**config.mk**
```make
export PLATFORM = sky130hd
export DESIGN_NAME = sbsr_status_byte
export DESIGN_NICKNAME = d
export VERILOG_FILES = /design/src/design/sbsr_status_byte.v
export VERILOG_INCLUDE_DIRS = /design/src /design/src/pkg
export SDC_FILE = /design/constraint.sdc
export NUM_CORES = 1
export LEC_CHECK = 0
export BUFFER_PORTS_ARGS = -buffer_cell sky130_fd_sc_hd__buf_2
export CORE_MARGIN = 3
export CORE_UTILIZATION = 45
export CTS_CLUSTER_SIZE = 40
export DETAILED_ROUTE_END_ITERATION = 12
export PLACE_DENSITY = 0.74
export SYNTH_ARGS = -nofsm -noshare
export SYNTH_HDL_FRONTEND = slang
export SYNTH_SLANG_ARGS = --single-unit
```
**constraint.sdc**
```tcl
create_clock -name i_clock -period 4.9 [get_ports i_clock]
set_clock_uncertainty 0.1 [all_clocks]
set_input_delay 0.735 -clock i_clock [delete_from_list [all_inputs] [get_ports i_clock]]
set_output_delay 0.735 -clock i_clock [all_outputs]
set_load 0.05 [all_outputs]
```
**src/pkg/sbsr_regs.vh**
```
`ifndef SBSR_REGS_VH
`define SBSR_REGS_VH
// Register select codes on the command port.
`define SBSR_SEL_STB        3'h0
`define SBSR_SEL_SRE        3'h1
`define SBSR_SEL_ESR        3'h2
`define SBSR_SEL_ESE        3'h3
`define SBSR_SEL_QDR        3'h4
`define SBSR_SEL_QDE        3'h5
`define SBSR_SEL_PSC        3'h6
// Status byte field positions.
`define SBSR_BIT_EAV_POS    2
`define SBSR_BIT_QSB_POS    3
`define SBSR_BIT_MAV_POS    4
`define SBSR_BIT_ESB_POS    5
`define SBSR_BIT_RQS_POS    6
// Mask of summary bits two through five.
`define SBSR_SUMMARY_MASK   8'h3c
// Reset values.
`define SBSR_RESET_BYTE     8'h00
`define SBSR_RESET_WORD     16'h0000
`define SBSR_RESET_PSC      1'b1
`endif

```
**src/design/sbsr_status_byte.v**
```verilog
`timescale 1ns/1ps
// Operation
// - Instrument events latch until register reset
// - Event summary is OR of enabled bits
// - Enable registers are writable and readable
// - Power-up clears registers, queue, buffer
// - Clear-status clears event registers, error queue
// - Clear-status keeps standard event enable
// - Power-on clear flag gates enable clearing; code gates only standard event enable, service enable always clears
// - Writing zero clears an enable register
// - Event registers and status byte read-only
// - Queries return binary weighted register value
// - Reading standard event register clears it
// - Status bits two to five mirror sources
// - Bit two flags pending error
// - Bit three is questionable summary
// - Bit five is standard event summary
// - Bit four flags output buffer occupancy
// - Responses leave buffer as host reads
// - Nonempty error queue asserts its summary
// - Request bit is OR of enabled summaries
// - Status byte and enable are 8 bits
// - Service enable clears at power, zero write
// - Serial poll clears request, summary persists
// - Rising enabled summary raises service request
// - Clear-status leaves service enable untouched
`include "sbsr_regs.vh"

module sbsr_status_byte #(
  parameter ESR_WIDTH = 8,
  parameter QDR_WIDTH = 16,
  parameter EQ_DEPTH  = 8,
  parameter OB_DEPTH  = 8
) (
  // Clock, reset, enable
  input  wire                 i_clock,
  input  wire                 i_sys_rst,
  input  wire                 i_clk_en,
  // Power-up indication: high for a power-on reset, low for a plain reset
  input  wire                 i_power_up,
  // Instrument event sources, one-cycle pulses per bit
  input  wire [ESR_WIDTH-1:0] i_std_event,
  input  wire [QDR_WIDTH-1:0] i_quest_event,
  input  wire                 i_error_push,
  input  wire                 i_error_pop,
  input  wire                 i_response_push,
  input  wire                 i_response_pop,
  // Command interpreter port
  input  wire                 i_cmd_write,
  input  wire                 i_cmd_read,
  input  wire [2:0]           i_cmd_sel,
  input  wire [15:0]          i_cmd_wdata,
  input  wire                 i_clear_status_command,
  input  wire                 i_status_preset,
  input  wire                 i_serial_poll,
  // Read data and status
  output reg  [15:0]          o_cmd_rdata,
  output reg                  o_cmd_rvalid,
  output reg  [7:0]           o_service_status_byte,
  output reg  [7:0]           o_serial_poll_byte,
  output reg                  o_service_request,
  output reg                  o_error_queue_full,
  output reg                  o_output_buffer_full
);

  ////////////////////////////////////////////////////////////////////////////////
  localparam EQ_CW = $clog2(EQ_DEPTH + 1);
  localparam OB_CW = $clog2(OB_DEPTH + 1);

  reg  [ESR_WIDTH-1:0] std_event_reg;
  reg  [ESR_WIDTH-1:0] std_event_next;
  reg  [ESR_WIDTH-1:0] std_enable_reg;
  reg  [QDR_WIDTH-1:0] quest_event_reg;
  reg  [QDR_WIDTH-1:0] quest_event_next;
  reg  [QDR_WIDTH-1:0] quest_enable_reg;
  reg  [7:0]           srq_enable_reg;
  reg                  psc_flag_reg;
  reg  [EQ_CW-1:0]     eq_count_reg;
  reg  [EQ_CW-1:0]     eq_count_next;
  reg  [OB_CW-1:0]     ob_count_reg;
  reg  [OB_CW-1:0]     ob_count_next;
  reg                  rqs_reg;
  reg                  mss_prev_reg;
  reg  [7:0]           stb_next;
  reg                  mss_next;

  wire wr_sre = i_cmd_write && (i_cmd_sel == `SBSR_SEL_SRE);
  wire wr_ese = i_cmd_write && (i_cmd_sel == `SBSR_SEL_ESE);
  wire wr_qde = i_cmd_write && (i_cmd_sel == `SBSR_SEL_QDE);
  wire wr_psc = i_cmd_write && (i_cmd_sel == `SBSR_SEL_PSC);
  wire rd_esr = i_cmd_read && (i_cmd_sel == `SBSR_SEL_ESR);
  wire rd_qdr = i_cmd_read && (i_cmd_sel == `SBSR_SEL_QDR);

  ////////////////////////////////////////////////////////////////////////////////
  // Event latches: a new event in the cycle of a clear still lands, so set wins.
  genvar gi;
  generate
    for (gi = 0; gi < ESR_WIDTH; gi = gi + 1)
    begin : g_esr
      always @*
      begin
        std_event_next[gi] = std_event_reg[gi];
        if (i_clear_status_command || rd_esr)
          std_event_next[gi] = 1'b0;
        if (i_std_event[gi])
          std_event_next[gi] = 1'b1;
      end
    end
    for (gi = 0; gi < QDR_WIDTH; gi = gi + 1)
    begin : g_qdr
      always @*
      begin
        quest_event_next[gi] = quest_event_reg[gi];
        if (i_clear_status_command || rd_qdr)
          quest_event_next[gi] = 1'b0;
        if (i_quest_event[gi])
          quest_event_next[gi] = 1'b1;
      end
    end
  endgenerate

  ////////////////////////////////////////////////////////////////////////////////
  // Queue occupancy counters. The entries themselves live in the interpreter.
  always @*
  begin
    eq_count_next = eq_count_reg;
    if (i_clear_status_command)
      eq_count_next = {EQ_CW{1'b0}};
    else if (i_error_push && !i_error_pop && (eq_count_reg != EQ_DEPTH[EQ_CW-1:0]))
      eq_count_next = eq_count_reg + 1'b1;
    else if (i_error_pop && !i_error_push && (eq_count_reg != {EQ_CW{1'b0}}))
      eq_count_next = eq_count_reg - 1'b1;
    ob_count_next = ob_count_reg;
    if (i_response_push && !i_response_pop && (ob_count_reg != OB_DEPTH[OB_CW-1:0]))
      ob_count_next = ob_count_reg + 1'b1;
    else if (i_response_pop && !i_response_push && (ob_count_reg != {OB_CW{1'b0}}))
      ob_count_next = ob_count_reg - 1'b1;
  end

  ////////////////////////////////////////////////////////////////////////////////
  // Status byte from the next-state values so outputs follow events in one clock.
  always @*
  begin
    stb_next = `SBSR_RESET_BYTE;
    stb_next[`SBSR_BIT_EAV_POS] = (eq_count_next != {EQ_CW{1'b0}});
    stb_next[`SBSR_BIT_QSB_POS] = |(quest_event_next & quest_enable_reg);
    stb_next[`SBSR_BIT_MAV_POS] = (ob_count_next != {OB_CW{1'b0}});
    stb_next[`SBSR_BIT_ESB_POS] = |(std_event_next & std_enable_reg);
    mss_next = |(stb_next & srq_enable_reg & `SBSR_SUMMARY_MASK);
    stb_next[`SBSR_BIT_RQS_POS] = mss_next;
  end

  ////////////////////////////////////////////////////////////////////////////////
  always @(posedge i_clock)
  begin
    if (i_sys_rst)
    begin
      std_event_reg         <= {ESR_WIDTH{1'b0}};
      quest_event_reg       <= {QDR_WIDTH{1'b0}};
      eq_count_reg          <= {EQ_CW{1'b0}};
      ob_count_reg          <= {OB_CW{1'b0}};
      quest_enable_reg      <= {QDR_WIDTH{1'b0}};
      srq_enable_reg        <= `SBSR_RESET_BYTE;
      rqs_reg               <= 1'b0;
      mss_prev_reg          <= 1'b0;
      o_cmd_rdata           <= `SBSR_RESET_WORD;
      o_cmd_rvalid          <= 1'b0;
      o_service_status_byte <= `SBSR_RESET_BYTE;
      o_serial_poll_byte    <= `SBSR_RESET_BYTE;
      o_service_request     <= 1'b0;
      o_error_queue_full    <= 1'b0;
      o_output_buffer_full  <= 1'b0;
    end
    else if (i_clk_en)
    begin
      std_event_reg   <= std_event_next;
      quest_event_reg <= quest_event_next;
      eq_count_reg    <= eq_count_next;
      ob_count_reg    <= ob_count_next;
      mss_prev_reg    <= mss_next;
      // Only enable registers and the power-on clear flag accept writes; all else ignores them.
      if (wr_sre)
        srq_enable_reg <= i_cmd_wdata[7:0] & `SBSR_SUMMARY_MASK;
      if (wr_qde)
        quest_enable_reg <= i_cmd_wdata[QDR_WIDTH-1:0];
      else if (i_status_preset)
        quest_enable_reg <= {QDR_WIDTH{1'b0}};
      // A fresh rising edge beats a poll in the same cycle so no request is lost.
      if (mss_next && !mss_prev_reg)
        rqs_reg <= 1'b1;
      else if (i_serial_poll || !mss_next)
        rqs_reg <= 1'b0;
      o_service_status_byte <= stb_next;
      o_service_request     <= (mss_next && !mss_prev_reg) || (rqs_reg && mss_next && !i_serial_poll);
      if (i_serial_poll)
        o_serial_poll_byte <= {1'b0, rqs_reg || (mss_next && !mss_prev_reg), o_service_status_byte[5:0]};
      o_error_queue_full   <= (eq_count_next == EQ_DEPTH[EQ_CW-1:0]);
      o_output_buffer_full <= (ob_count_next == OB_DEPTH[OB_CW-1:0]);
      o_cmd_rvalid         <= i_cmd_read;
      if (i_cmd_read)
      begin
        o_cmd_rdata <= `SBSR_RESET_WORD;
        case (i_cmd_sel)
          `SBSR_SEL_STB: o_cmd_rdata[7:0] <= o_service_status_byte;
          `SBSR_SEL_SRE: o_cmd_rdata[7:0] <= srq_enable_reg;
          `SBSR_SEL_ESR: o_cmd_rdata[ESR_WIDTH-1:0] <= std_event_reg;
          `SBSR_SEL_ESE: o_cmd_rdata[ESR_WIDTH-1:0] <= std_enable_reg;
          `SBSR_SEL_QDR: o_cmd_rdata[QDR_WIDTH-1:0] <= quest_event_reg;
          `SBSR_SEL_QDE: o_cmd_rdata[QDR_WIDTH-1:0] <= quest_enable_reg;
          `SBSR_SEL_PSC: o_cmd_rdata[0] <= psc_flag_reg;
          default:       o_cmd_rdata <= `SBSR_RESET_WORD;
        endcase
      end
    end
  end

  ////////////////////////////////////////////////////////////////////////////////
  // Standard event enable survives a reset unless it is a power-up with the flag
  // set; this models nonvolatile storage, so the flag itself is never reset and takes
  // its value only from initialisation and writes.
  always @(posedge i_clock)
  begin
    if (i_sys_rst)
    begin
      if (i_power_up && psc_flag_reg)
        std_enable_reg <= {ESR_WIDTH{1'b0}};
    end
    else if (i_clk_en)
    begin
      if (wr_ese)
        std_enable_reg <= i_cmd_wdata[ESR_WIDTH-1:0];
      if (wr_psc)
        psc_flag_reg <= i_cmd_wdata[0];
    end
  end

  initial
  begin
    psc_flag_reg   = `SBSR_RESET_PSC;
    std_enable_reg = {ESR_WIDTH{1'b0}};
  end

endmodule // sbsr_status_byte

```
**Word level (Yosys, flattened, before mapping)**

Cells that the tools add are included.

- Register bits: 93
- Input bits: 56
- Output and inout bits: 36
- Logic and storage cells: 149

- Add/sub/neg operators: 4
- Eq/ne operators: 11
- Muxes and demuxes: 64
- Bitwise gates (word level): 4
- Reduce and logical (&&, ||, !) cells: 49

Operator list:

| operator | count |
|---|---|
| 1-bit two-way mux | 50 |
| 7-bit one-hot mux with 6 select lines | 1 |
| 16-bit two-way mux | 2 |
| 8-bit two-way mux | 4 |
| 4-bit two-way mux | 5 |
| 1-bit logical AND | 18 |
| 16-bit bitwise AND | 1 |
| 8-bit one-hot mux with 2 select lines | 1 |
| 4-bit nonzero test | 4 |
| 16-bit OR reduction | 1 |
| 2-bit AND reduction | 5 |
| 3-bit equality test (second input constant) | 3 |
| 4-bit by 1-bit adder with 4-bit output (second input constant) | 2 |
| 8-bit bitwise AND | 1 |
| 4-bit equality test (second input constant) | 2 |
| 4-bit != test (second input constant) | 2 |
| 2-bit nonzero test | 4 |
| 8-bit OR reduction | 1 |
| 4-bit by 1-bit subtractor with 4-bit output (second input constant) | 2 |
| 1-bit logical NOT | 7 |
| 6-bit bitwise AND | 1 |
| 3-bit by 2-bit equality test with 1-bit output (second input constant) | 2 |
| 3-bit AND reduction | 2 |
| 1-bit logical OR | 5 |
| other kinds (6) | 6 |

**Longest topological paths before layout**

- Word-level depth: 13
- Gate-level depth with buffers: 8

**Worst setup path after synthesis**

Ideal clock, no wire load.

- Kind: input port to flip-flop
- Start point: input i_response_push
- End point: register o_service_request
- Setup time: 133 ps
- Data arrival time: 2032 ps
- Setup slack: 2635 ps
- Stages: 6
- Path buffers: 0
- Cell sequence: nand2b_1 > or4_4 > o311ai_2 > a41oi_4 > o311ai_1 > a21oi_1

- Longest elaborated chain between the ends: 11

RTL lines:

| what | RTL line | text |
|---|---|---|
| start: declaration | sbsr_status_byte.v:46 | `input wire i_response_push,` |
| 1-bit logical NOT | sbsr_status_byte.v:136 | `else if (i_response_pop && !i_response_push && (ob_count_reg != {OB_CW{1'b0}}))` |
| 1-bit logical AND (2 in series) | sbsr_status_byte.v:136 |  |
| 4-bit two-way mux | sbsr_status_byte.v:136 |  |
| 4-bit two-way mux (*) | sbsr_status_byte.v:134 | `if (i_response_push && !i_response_pop && (ob_count_reg != OB_DEPTH[OB_CW-1:0]))` |
| 4-bit nonzero test (*) | sbsr_status_byte.v:147 | `` stb_next[`SBSR_BIT_MAV_POS] = (ob_count_next != {OB_CW{1'b0}}); `` |
| 6-bit bitwise AND (*) | sbsr_status_byte.v:149 | `` mss_next = \|(stb_next & srq_enable_reg & `SBSR_SUMMARY_MASK); `` |
| 4-bit OR reduction (*) | sbsr_status_byte.v:149 |  |
| 1-bit logical AND (2 in series) | sbsr_status_byte.v:194 | `o_service_request <= (mss_next && !mss_prev_reg) \|\| (rqs_reg && mss_next && !i_serial_poll);` |
| 1-bit logical OR (*) | sbsr_status_byte.v:194 |  |
| end signal: assignment | sbsr_status_byte.v:194 |  |
| end: declaration | sbsr_status_byte.v:61 | `output reg o_service_request,` |

Every way passes the cells marked *; elsewhere a longest branch is shown, timed or not.
A chain may end at the register's enable or synchronous reset.

**Final worst setup path**

- Start point: input i_clk_en
- End point: register o_cmd_rdata[8]

- Longest elaborated chain between the ends: 1

RTL lines:

| what | RTL line | text |
|---|---|---|
| start: declaration | sbsr_status_byte.v:38 | `input wire i_clk_en,` |
| 2-bit AND reduction (no source line) | - |  |
| end signal: assignment | sbsr_status_byte.v:166 | `` o_cmd_rdata <= `SBSR_RESET_WORD; `` |
| end signal: assignment | sbsr_status_byte.v:202 | `` o_cmd_rdata <= `SBSR_RESET_WORD; `` |
| end signal: indexed assignment | sbsr_status_byte.v:206 | `` `SBSR_SEL_ESR: o_cmd_rdata[ESR_WIDTH-1:0] <= std_event_reg; `` |
| end: declaration | sbsr_status_byte.v:57 | `output reg [15:0] o_cmd_rdata,` |

No other way between the ends.

==> results by group <==
Clock network
  • CTS buffer count: 9
  • Clock buffer depth: 2
  • CTS tree: built
  • CTS Hold Bufs: 0
  • CTS root buffer: clkbuf_8
  • Post-cts resize count: 0
  • Clock Sinks: 92
  • H-tree lvl count: 3
  • Clk Latency, worst-skew pair: 370 ps
  • Setup bufs post-CTS: 0
  • Reg clk slew, reported paths: 90 ps

Placed design
  • Place WS: a little under 2000 ps
  • IO Port Bufs: 85
  • DP Wirelength: 9.30 mm
  • Placer Congestion: 0.889

Pwr
  • Peak VDD IR: around 0.19 mV
  • Sw Ratio: 30.3%
  • Sequential share of power: between 50% and 60%
  • Pwr Density: between 300 and 400 nW/um2
  • Pwr Total: between 1.5 and 2 mW
  • Int Power: approximately 1.1 mW
  • Leak: around 2.1 nW
  • Clock share of power: approximately a third
  • Combinational group share of total power: 16.5%
  • Psw: around 0.48 mW

Critical path
  • Critical path origin: i_clk_en
  • Critical Path End: o_cmd_rdata[8]
  • Crit Path Max Fanout: 33
  • CP Data Required Time: approximately 5100 ps
  • CP Capture Type: register
  • R2R cell count: 8
  • Critical path class: input port to register
  • Flop2flop setup slack: around 2400 ps
  • Critical path arrival: 2800 ps
  • Critical Path Start Type: input port
  • Worst R2R Start: ob_count_reg[0]
  • R2r endpoint: o_service_request

Yosys
  • EDFF count, synth: 9
  • Most used DFF post-synth: dfxtp_1
  • Ys Warns: 0
  • Main combinational cell family by area after synthesis: compound AO/OA/AOI/OAI gates
  • Post-synthesis mux area share: roughly 6.6%
  • Adder-Cell Fraction of Synth Area: 1.09%
  • XOR/XNOR share of the synthesized area: less than 1%
  • Post-synthesis compound-gate area fraction: 24.4%
  • #FFs+latches synth: a little over 90
  • Area leader, netlist: dfxtp_1
  • Cell count after synthesis: just over 500
  • Top post-synthesis cells by area: dfxtp_1, a22oi_1, nor2_1
  • Cell variety after synth: 60
  • Avg Synthesized Cell Area: approximately 9.0 um2
  • Syn Std Cell Area: 4590 um2
  • Register area share after synthesis: between 40% and 50%
  • Synth top area share: about 36%
  • Asr flop ratio synth: 0%
  • Post-Synth Simple-Gate Area: 20.0%

STA
  • Post-route setup slack: 2310 ps
  • Max-slew violation count: 0
  • Unrepaired setup endpoints after global routing: false
  • Post-route minimum period: roughly 2600 ps
  • # setup viols final: 0
  • Max_slew headroom: about half
  • Fmax: 387 MHz
  • Final period utilization: between 50% and 60%
  • Slew @ Worst Pin: a little under 800 ps
  • Setup tns final: 0 ps
  • Fin. Hold Viols: 0

Run status
  • Status: complete, no violations

Global route
  • Total global routing overflow: 0
  • First-pass GRT wire length: just over 20 mm
  • Total GRT Usage: around 22%
  • Vias in the first global route: around 4000
  • Initial antenna violation count: 0
  • Largest net degree at the start of global routing: 41

Layout
  • Synth-to-Final Area Change: 13.7%
  • Share of layout cells above drive strength 1: between 20 and 25%
  • Final nets: ~640
  • Diodes inserted: 0

Die
  • Core Area: 9860 um2
  • Die X: about 110 um
  • Row count: 36
  • Die Area: between 10000 and 15000 um2
  • Io pins: a little over 90
  • Die H: ~110 um
  • Initial Util: 46.5%

Route
  • Average wire per standard cell: roughly 18 um
  • Final wirelength: 12.7 mm
  • DRT iter0 DRCs: between 300 and 400
  • DRT Pass-1 Iters: 5
  • Vias: about 4200
  • Post-DR vias/cell: 5.95
  • Final ANT Viol Nets: 0
  • Post-route DRC: 0

Job
  • Max Cap Viol: 0

Hold path
  • Hold crit path type: register to register
-- worst min path at each step --
stage	start	end	slack, ps	depth (start not counted)
after floorplan	rqs_reg	rqs_reg	350	2
after global placement	o_serial_poll_byte[2]	o_serial_poll_byte[2]	340	2
after detailed placement	o_serial_poll_byte[3]	o_serial_poll_byte[3]	350	2
after CTS	o_serial_poll_byte[3]	o_serial_poll_byte[3]	360	2
after global routing	o_output_buffer_full	o_output_buffer_full	390	2
final	o_serial_poll_byte[3]	o_serial_poll_byte[3]	360	2
-- placed cells by master (no fill, tap or decap), types with 2 or more instances in the layout --
cell type  instances
a211oi_1           8
a21oi_1           24
a221oi_1           5
a22o_1            20
a22oi_1           49
a31oi_1            4
a32o_1             2
buf_2             85
buf_4              4
clkbuf_8          11
conb_1             6
dfxtp_1           83
edfxtp_1           9
ha_1               4
inv_1             12
inv_6              2
mux2_2             9
mux2i_1           20
nand2_1           31
nand2b_1          12
nand3_1            9
nand3b_1           4
nand4_1            8
nor2_1            73
nor2b_1           18
nor3_1            10
nor4_1             4
nor4_2             3
o21ai_0            7
o221a_2            3
o221ai_1           5
o2bb2ai_1          2
o31ai_1            3
o32ai_1            2
-- routing by layer --
metal  global-route usage, %  routed length, um  part of all wire, %
met5                       0                  0                    0
met4                    8.95                309                  2.4
met3                    4.39               1020                  8.0
met1                    30.3               5390                   42
met2                    35.5               5990                   47
-- critical path: stages --
cell and delay, ps:
buf_2 490, nand2_1 570, nor2_1 720, a22oi_1 140, nor2_1 130
-- synth_stat cells, types with 10 or more instances --
master and count:
dfxtp_1 83, nor2_1 73, a22oi_1 49, nand2_1 31
clkbuf_1 27, a21oi_1 24, a22o_1 20, mux2i_1 20
nor2b_1 18, inv_1 12, nand2b_1 12, nor3_1 10
-- through the flow --
step,cells,utilization (%),hold WS (ps),instance area [um2]
after floorplan,517,-,350,4610
after global placement,697,51.0,342,5030
after detailed placement,697,51.0,350,5030
after CTS,713,52.9,362,5220
after global routing,713,52.9,386,5220
final,713,52.9,361,5220
-- final cells by class --
class | instances | area, um2
tap | 133 | 166
clock inverter | 4 | 28.8
timing repair buffer | 89 | 455
clock buffer | 12 | 155
sequential | 92 | 1930
fill | 944 | 4650
inverter | 13 | 48.8
multi-input combinational | 370 | 2430
-- cell families after synthesis --
family	count (synthesis)
simple gates	183
compound gates	146
flops	92
buf+inv	55
mux	29
fa+ha+maj	4
xor+xnor	2
other cells	1
-- power groups by stage --
stage	registers, mW	logic [mW]	clock network, mW
after CTS	0.816	0.258	0.498
final	0.817	0.259	0.493
after floorplan	0.853	0.162	0
after global routing	0.820	0.282	0.522
after detailed placement	0.833	0.257	0
after global placement	0.832	0.251	0
Note: power is estimated with default switching activity, not from simulation.
